**config.mk**
```make
export PLATFORM = sky130hd
export DESIGN_NAME = pmt_timer
export DESIGN_NICKNAME = d
export VERILOG_FILES = /design/src/design/pmt_pkg.sv /design/src/design/pmt_timer.sv /design/src/design/pmt_divider.sv
export SDC_FILE = /design/constraint.sdc
export NUM_CORES = 1
export LEC_CHECK = 0
export BUFFER_PORTS_ARGS = -buffer_cell sky130_fd_sc_hd__buf_2
export CAP_MARGIN = 20
export CELL_PAD_IN_SITES_DETAIL_PLACEMENT = 1
export CELL_PAD_IN_SITES_GLOBAL_PLACEMENT = 1
export CORE_ASPECT_RATIO = 1.2
export CORE_MARGIN = 4
export CORE_UTILIZATION = 33
export CTS_BUF_LIST = sky130_fd_sc_hd__clkbuf_2 sky130_fd_sc_hd__clkbuf_4 sky130_fd_sc_hd__clkbuf_8
export CTS_CLUSTER_SIZE = 24
export DETAILED_ROUTE_END_ITERATION = 8
export PLACE_DENSITY = 0.72
export SETUP_SLACK_MARGIN = 0.2
export SLEW_MARGIN = 15
export SYNTH_ARGS = -nofsm -noshare
export SYNTH_HDL_FRONTEND = slang
export SYNTH_SLANG_ARGS = --single-unit
export TNS_END_PERCENT = 100
```
**constraint.sdc**
```tcl
create_clock -name clk -period 2 [get_ports clk]
set_input_delay 0.3 -clock clk [delete_from_list [all_inputs] [get_ports clk]]
set_output_delay 0.3 -clock clk [all_outputs]
set_load 0.005 [all_outputs]
```
**src/design/pmt_pkg.sv**
```systemverilog
package pmt_pkg;
    localparam int PMT_AW = 3;
    localparam logic [2:0] PMT_OFF_COUNT = 3'h0;
    localparam logic [2:0] PMT_OFF_PERIOD = 3'h1;
    localparam logic [2:0] PMT_OFF_CTRL = 3'h2;
    localparam logic [2:0] PMT_OFF_FLAG = 3'h3;
    localparam logic [2:0] PMT_OFF_ENABLE = 3'h4;
    localparam int PMT_PRE_LSB = 0;
    localparam int PMT_ON_BIT = 2;
    localparam int PMT_POST_LSB = 3;
    localparam int PMT_MATCH_BIT = 1;
    localparam logic [7:0] PMT_COUNT_RST = 8'h00;
    localparam logic [7:0] PMT_PERIOD_RST = 8'hff;
    localparam logic [6:0] PMT_CTRL_RST = 7'h00;
    localparam logic [1:0] PMT_INSTR_DIV_M1 = 2'h3;
    localparam logic [3:0] PMT_PRE_DIV1_M1 = 4'h0;
    localparam logic [3:0] PMT_PRE_DIV4_M1 = 4'h3;
    localparam logic [3:0] PMT_PRE_DIV16_M1 = 4'hf;
    localparam logic [1:0] PMT_PRE_CODE_1 = 2'h0;
    localparam logic [1:0] PMT_PRE_CODE_4 = 2'h1;
endpackage

```
**src/design/pmt_timer.sv**
```systemverilog
`timescale 1ns/10ps
module pmt_timer
    import pmt_pkg::*;
(
    input wire logic clk,
    input wire logic rst,
    input wire logic [PMT_AW-1:0] addr,
    input wire logic [7:0] wdata,
    input wire logic wr,
    input wire logic rd,
    output logic [7:0] rdata,
    output logic match_out,
    output logic pwm_time_base,
    output logic serial_shift_clk,
    output logic irq
);
    typedef struct packed {
        logic [7:0] count_value;
        logic [7:0] period_value;
        logic [6:0] timer_control;
        logic [1:0] instr_div;
        logic match_irq_flag;
        logic match_irq_enable;
        logic [7:0] rdata;
    } pmt_state_t;

    pmt_state_t s_r;
    pmt_state_t s_nxt;

    logic wr_count;
    logic wr_ctrl;
    logic scaler_clear;
    logic timer_on;
    logic instr_tick;
    logic pre_tick;
    logic post_tick;
    logic match;
    logic [1:0] prescale_select;
    logic [3:0] pre_term;

    ////////////////////////////////////////////////////////////////////////
    // Tick chain

    assign wr_count = wr && (addr == PMT_OFF_COUNT);
    assign wr_ctrl = wr && (addr == PMT_OFF_CTRL);
    assign scaler_clear = wr_count || wr_ctrl;
    assign timer_on = s_r.timer_control[PMT_ON_BIT];
    assign prescale_select = s_r.timer_control[PMT_PRE_LSB +: 2];
    // Instruction clock is a quarter of the block clock
    assign instr_tick = timer_on && (s_r.instr_div == PMT_INSTR_DIV_M1);

    always_comb begin
        case (prescale_select)
            PMT_PRE_CODE_1: pre_term = PMT_PRE_DIV1_M1;
            PMT_PRE_CODE_4: pre_term = PMT_PRE_DIV4_M1;
            default: pre_term = PMT_PRE_DIV16_M1;
        endcase
    end

    pmt_divider u_pre (
        .clk(clk),
        .rst(rst),
        .clear(scaler_clear),
        .in_tick(instr_tick),
        .terminal(pre_term),
        .tick_out(pre_tick)
    );

    // Comparator runs every cycle; gated by on so a stopped timer stays quiet
    assign match = timer_on && (s_r.count_value == s_r.period_value);
    assign match_out = match;
    assign pwm_time_base = match;
    assign serial_shift_clk = match;

    // Postscaler advances once per match cycle, not once per tick
    logic match_pulse;
    logic match_seen_r;
    always_ff @(posedge clk) begin
        if (rst) begin
            match_seen_r <= 1'b0;
        end else begin
            match_seen_r <= match && !scaler_clear;
        end
    end
    assign match_pulse = match && !match_seen_r;

    pmt_divider u_post (
        .clk(clk),
        .rst(rst),
        .clear(scaler_clear),
        .in_tick(match_pulse),
        .terminal(s_r.timer_control[PMT_POST_LSB +: 4]),
        .tick_out(post_tick)
    );

    ////////////////////////////////////////////////////////////////////////
    // Registers and bus

    always_comb begin
        s_nxt = s_r;
        if (timer_on) begin
            s_nxt.instr_div = s_r.instr_div + 2'h1;
        end
        // Match holds for the whole prescaled tick; the restart waits for the next tick
        if (match) begin
            if (pre_tick) begin
                s_nxt.count_value = PMT_COUNT_RST;
            end
        end else if (pre_tick) begin
            s_nxt.count_value = s_r.count_value + 8'h01;
        end
        if (wr) begin
            case (addr)
                PMT_OFF_COUNT: s_nxt.count_value = wdata;
                PMT_OFF_PERIOD: s_nxt.period_value = wdata;
                PMT_OFF_CTRL: s_nxt.timer_control = wdata[6:0];
                PMT_OFF_FLAG: begin
                    if (wdata[PMT_MATCH_BIT]) begin
                        s_nxt.match_irq_flag = 1'b0;
                    end
                end
                PMT_OFF_ENABLE: s_nxt.match_irq_enable = wdata[PMT_MATCH_BIT];
                default: begin
                end
            endcase
        end
        // Set beats a same-cycle clear so no event is lost
        if (post_tick) begin
            s_nxt.match_irq_flag = 1'b1;
        end
        s_nxt.rdata = 8'h00;
        if (rd) begin
            case (addr)
                PMT_OFF_COUNT: s_nxt.rdata = s_r.count_value;
                PMT_OFF_PERIOD: s_nxt.rdata = s_r.period_value;
                PMT_OFF_CTRL: s_nxt.rdata = {1'b0, s_r.timer_control};
                PMT_OFF_FLAG: s_nxt.rdata[PMT_MATCH_BIT] = s_r.match_irq_flag;
                PMT_OFF_ENABLE: s_nxt.rdata[PMT_MATCH_BIT] = s_r.match_irq_enable;
                default: s_nxt.rdata = 8'h00;
            endcase
        end
    end

    always_ff @(posedge clk) begin
        if (rst) begin
            s_r <= '0;
            s_r.count_value <= PMT_COUNT_RST;
            s_r.period_value <= PMT_PERIOD_RST;
            s_r.timer_control <= PMT_CTRL_RST;
        end else begin
            s_r <= s_nxt;
        end
    end

    assign rdata = s_r.rdata;
    assign irq = s_r.match_irq_flag && s_r.match_irq_enable;
endmodule

```
**src/design/pmt_divider.sv**
```systemverilog
`timescale 1ns/10ps
// Modulo counter: pulses tick_out on the in_tick that completes terminal+1 ticks
module pmt_divider
    import pmt_pkg::*;
(
    input wire logic clk,
    input wire logic rst,
    input wire logic clear,
    input wire logic in_tick,
    input wire logic [3:0] terminal,
    output logic tick_out
);
    typedef struct packed {
        logic [3:0] cnt;
    } pmt_div_state_t;

    pmt_div_state_t s_r;
    pmt_div_state_t s_nxt;

    always_comb begin
        s_nxt = s_r;
        tick_out = in_tick && (s_r.cnt >= terminal);
        if (clear) begin
            s_nxt.cnt = 4'h0;
        end else if (in_tick) begin
            s_nxt.cnt = tick_out ? 4'h0 : s_r.cnt + 4'h1;
        end
    end

    always_ff @(posedge clk) begin
        if (rst) begin
            s_r <= '0;
        end else begin
            s_r <= s_nxt;
        end
    end
endmodule

```
**Word level (Yosys, flattened, before mapping)**

Index checks and enable logic that the tools add are counted.

- Add/subtract/negate cells: 4
- Order comparisons: 2
- Equality and inequality tests: 7
- Multiplexer cells: 18
- Bitwise gates (word level): 1
- Reductions and logical operators: 23

Operators by type and width:

| operator | number |
|---|---|
| 8-bit two-way mux | 5 |
| 23-bit two-way mux | 1 |
| 6-bit case mux with 3 select lines | 1 |
| 1-bit logical AND | 9 |
| 4-bit by 1-bit adder with 4-bit output, second input constant | 2 |
| 8-bit by 1-bit adder with 8-bit output, second input constant | 1 |
| 8-bit equality test | 1 |
| 4-bit greater-or-equal comparator | 2 |
| 4-bit two-way mux | 2 |
| 4-bit case mux with 2 select lines | 1 |
| 7-bit two-way mux | 1 |
| 3-bit by 2-bit equality test with 1-bit output, second input constant | 2 |
| 2-bit AND reduction | 3 |
| 2-bit nonzero test | 3 |
| 1-bit case mux with 5 select lines | 1 |
| 1-bit two-way mux | 4 |
| 2-bit OR reduction | 2 |
| 3-bit by 1-bit equality test with 1-bit output, second input constant | 1 |
| 3-bit equality test, second input constant | 1 |
| 3-bit zero test | 1 |
| 1-bit case mux with 3 select lines | 1 |
| 3-bit AND reduction | 1 |
| 2-bit by 1-bit adder with 2-bit output, second input constant | 1 |
| 2-bit by 1-bit equality test with 1-bit output, second input constant | 1 |
| other kinds (6) | 7 |

- Flip-flop bits (word level): 44
- Input bits: 15
- Output and inout bits: 12
- Word-level logic and storage cells: 65

**Longest topological paths before layout**

- Depth in word-level cells: 8
- Mapped depth: 10
- Depth with buffers taken out: 10

**Modules after synthesis**

From an unflattened synthesis, not the netlist that was laid out.

- Cell total of the unflattened synthesis: 290
- Area, all modules: 2491.1 um^2

Modules (own cells, without submodules):

| module | times used | cells each | area each (um^2) | seq. area each (um^2) |
|---|---|---|---|---|
| pmt_timer | 1 | 220 | 1905.6 | 720.7 |
| pmt_divider | 2 | 35 | 292.8 | 80.1 |

**Worst setup path before layout**

OpenSTA, ideal clock, no wires.

- Kind: register -> register
- Start point: register s_r (netlist bit prescale_select[0])
- End point: register s_r[27] (netlist name)
- Library setup time: 0.078 ns
- Arrival time: 2.121 ns
- Required time: 1.922 ns
- Slack: -0.199 ns
- Cell stages (with the launch flop): 11
- Buffers on the path: 0
- Clock period less this slack: 2.199 ns
- Cell sequence: dfxtp_1 > or2_2 > ha_1 > nand2b_1 > a2111oi_4 > nor3_4 > inv_2 > ha_1 > nor2_1 > a211oi_1 > nor3_1

- Longest elaborated chain between the ends: 8
- Elaborated cells on any way between the ends: 10
- Classes of those cells: 1 x order compare; 1 x eq/ne; 6 x mux; 2 x reduce/logical

RTL lines:

| element | RTL line | source |
|---|---|---|
| from (decl) | pmt_timer.sv:27 | `pmt_state_t s_r;` |
| from (signal assigned) | pmt_timer.sv:151 | `s_r <= s_nxt;` |
| 2-bit by 1-bit equality test with 1-bit output / 2-bit zero test (equally long branches) | pmt_timer.sv:53 | `case (prescale_select)` |
| 4-bit case mux with 2 select lines (*) | pmt_timer.sv:53 |  |
| 4-bit greater-or-equal comparator (*) | pmt_divider.sv:22 | `tick_out = in_tick && (s_r.cnt >= terminal);` |
| 1-bit logical AND (*) | pmt_divider.sv:22 |  |
| 8-bit two-way mux, on equally long branches | pmt_timer.sv:109, pmt_timer.sv:106 |  |
| 8-bit two-way mux (*) | pmt_timer.sv:105 | `if (match) begin` |
| 8-bit two-way mux | pmt_timer.sv:113 | `case (addr)` |
| 23-bit two-way mux (*) | pmt_timer.sv:112 | `if (wr) begin` |

Every way passes the cells marked *; elsewhere a longest branch is shown, timed or not.
A chain may end at the register's enable or synchronous reset.

**Final worst setup path**

Ends and elaborated chain as after synthesis.

==> flow_metrics.py <==
metrics = {
    "sta": {
        "slew_violations": 0,
        "period_needed_ns": 2.15,
        "skew_ns": 0.00728,
        "setup_tns_ns": -0.878,
        "finalHoldViolCount": 0,
        "slew_headroom": 0.683,
        "timing.final.ws_setup_ns": -0.152,
        "max_clock_freq_mhz": 465,
        "tightestPinTransition_ns": 0.473,
        "rsz0062_at_grt": "yes",
        "setup_viol": 8,
        "min_period_over_period": 1.08,
    },
    "critical_path": {
        "crit_chain": "or2_4 -> ha_4 -> nand2b_4 -> a2111oi_4 -> nor3_4 -> inv_2 -> ha_4 -> nor2_4 -> a211oi_2 -> nor3_1",
        "startpoint_type": "flip-flop",
        "cp_slowest_cell": "a2111oi_4",
        "cp.arrival_ns": 2.35,
        "critPathMaxFanout": 5,
        "cpMostUsedCell": "ha_4",
        "endpoint_kind": "flip-flop",
        "slowest_delay_ns": 0.34,
        "required_ns": 2.20,
        "crit_type": "reg2reg",
        "worstRegToRegCells": 10,
    },
    "routing": {
        "drt-pass1-iter-count": 4,
        "drtAntennaViolNets": 0,
        "totalWireLength_mm": 7.23,
        "vias": 2107,
        "post-route-drc-count": 0,
        "wl_per_cell_um": 17.8,
        "viasPerCell": 5.19,
        "drt-initial-drc-count": 73,
    },
    "logic_synthesis": {
        "synth.distinct_cells": 46,
        "dominantRegCellSynth": "dfxtp_1",
        "synth-seq-cells": 44,
        "yosysSeqAreaShare": 0.364,
        "synthCells": 273,
        "syn-cell-area_um2": 2420,
        "synthesis.nets": 301,
        "ys_warn_count": 0,
        "yosys.area.top_type": "dfxtp_1",
        "synth_common_cells": "dfxtp_1, nor2_1, mux2i_1",
        "synth.area.top_cells": "dfxtp_1, mux2i_1, ha_1",
        "synth-async-reset-ratio": 0,
        "yosysMostFrequentCell": "dfxtp_1",
        "synth_edf_count": 0,
        "avgSynthCellArea_um2": 8.85,
        "yosys.area.top_type_share": 0.364,
    },
    "placement": {
        "place_hpwl_mm": 4.79,
        "dpl_cell_area_um2": 2750,
        "io_buffers": 26,
        "place.gp.congestion": 0.778,
    },
    "cts": {
        "cts_inserted_buffers": 5,
        "cts-root-buf": "clkbuf_8",
        "clk_path_buf_depth": 2,
        "htreeDepth": 2,
        "tritoncts": "done",
        "ctsHoldBuffers": 0,
        "clk_pin_slew_ns": 0.09,
        "cts_sinks": 44,
        "clock_latency_ns": 0.30,
    },
    "finish": {
        "layout-drive-gt1-share": 0.408,
        "fin_util": 0.455,
        "diodes": 0,
        "final_cell_area_um2": 3170,
        "area_growth_pct": 31.2,
        "finalNetCount": 346,
    },
    "worst_hold_path": {
        "holdPathStages": 2,
        "hp-class": "in2reg",
    },
    "floorplan": {
        "die_h_um": 102,
        "die_w_um": 86.1,
        "core_area_um2": 6980,
        "start_util": 0.346,
        "dieArea_um2": 8760,
        "fp-row-count": 33,
        "pin_count": 27,
    },
    "run": {
        "maxCapViolCount": 0,
    },
    "global_route": {
        "grt_pass1_wl_mm": 11.4,
        "grt_pass1_vias": 2252,
        "overflow": 0,
        "grt_antenna_before_repair": 0,
        "grt_usage": 0.167,
        "grt_start_max_net_pins": 18,
    },
    "pwr": {
        "p_leak_nw": 1.29,
        "ir_worst_vdd_uv": 283,
        "power_density_nw_per_um2": 576,
    },
    "outcome": {
        "status": "finished with violations",
        "violations": "negative setup slack",
    },
}
==> path summary, 6_finish.rpt <==
| check | endpoint | from | slack (ns) |
|---|---|---|---|
| setup / recovery | s_r[27] | prescale_select[0] | -0.15 |
| hold / removal | s_r[26] | wdata[7] | 0.22 |
| setup reg to reg | s_r[27] | prescale_select[0] | -0.15 |
| hold reg to reg | u_post.s_r[3] | u_post.s_r[3] | 0.52 |
==> layer usage <==
metal / wire [µm] / share of wire / track usage / vias up
met4: 87 / 0.012 / 0.0438 / 0
li1: - / - / - / 1026
met5: 0 / 0 / 0 / -
met2: 3950 / 0.55 / 0.322 / 30
met1: 3050 / 0.42 / 0.189 / 1044
met3: 140 / 0.019 / 0.0228 / 7
==> what timing repair did <==
action / CTS / global route
setup endpoints to repair: 20 / 20
pin swaps: 9 / 15
buffers inserted: 4 / 6
gates resized for setup: 19 / 36
==> cell usage in the layout (no fill, tap or decap), drive strengths merged <==
cell / Yosys / layout
buf: 17 / 59
dfxtp: 44 / 44
nor2: 42 / 42
mux2i: 18 / 18
nor2b: 14 / 14
a21oi: 13 / 13
ha: 13 / 13
xnor2: 11 / 11
nand2: 11 / 11
nor3: 10 / 10
a211o: 9 / 9
inv: 9 / 9
nand3: 9 / 9
o21ai: 9 / 9
nand2b: 6 / 6
clkbuf: 4 / 5
and3: 5 / 5
a221oi: 5 / 5
o22ai: 3 / 3
o21a: 2 / 2
a21o: 2 / 2
or3: 2 / 2
nand3b: 2 / 2
a211oi: 2 / 2
or2: 2 / 2
and2: 2 / 2
nand4: 1 / 1
a2111oi: 1 / 1
nor3b: 1 / 1
nor4: 1 / 1
a311oi: 1 / 1
and2b: 1 / 1
xor2: 1 / 1
clkinv: 0 / 1
clkinvlp: 0 / 1
bufinv: 0 / 1
==> per-stage QoR <==
| step | cells | hold slack (ns) | power, W | setup WS (ns) |
|---|---|---|---|---|
| global placement | 388 | 0.473 | 0.00111 | -0.00917 |
| floorplan | 273 | 0.418 | 0.00104 | -0.00253 |
| finish | 406 | 0.221 | 0.00183 | -0.152 |
| CTS | 400 | 0.226 | 0.00182 | -0.131 |
| global route | 406 | 0.235 | 0.00189 | -0.257 |
| detailed placement | 388 | 0.499 | 0.00112 | -0.0995 |
==> sequential cells by signal, summed over array words and instances (netlist names) <==
signal,cells
u_pre.s_r,4
rdata,8
s_r,25
match_seen_r,1
prescale_select,2
u_post.s_r,4
==> kinds of logic (layout without fill, tap and decap cells) <==
logic type | after synthesis | in the layout | share of synthesized area
AOI/OAI and AO/OA | 47 | 47 | 0.138
and+or+nand+nor | 109 | 109 | 0.240
xor gates and xnor gates | 12 | 12 | 0.0466
muxes | 18 | 18 | 0.0745
DFF | 44 | 44 | 0.364
adders and majority gates | 13 | 13 | 0.0673
buffers and inverters | 30 | 76 | 0.0694
==> critical path, delay by kind of cell, from the launching register on <==
family          cells  cell delay (ns)
compound gates      2             0.38
fa+ha+maj           2             0.44
buf+inv             1             0.12
flops               1             0.33
simple gates        5             0.78
==> power by group <==
part,total [W],switching [W],internal (W),leakage (nW)
combinational,0.000211,0.000114,0.0000971,0.876
clock,0.000703,0.000333,0.000370,0.0541
sequential,0.000913,0.0000183,0.000895,0.358
total,0.00183,0.000465,0.00136,1.29
==> final cells by class <==
type	count	area (µm²)
inverter	9	33.8
sequential	44	901
timing repair buffer	59	415
clock inverter	3	42.5
tap	87	109
clock buffer	5	68.8
multi-input combinational	199	1600
fill	817	3810
No activity file was read; power rests on OpenSTA's default activity.
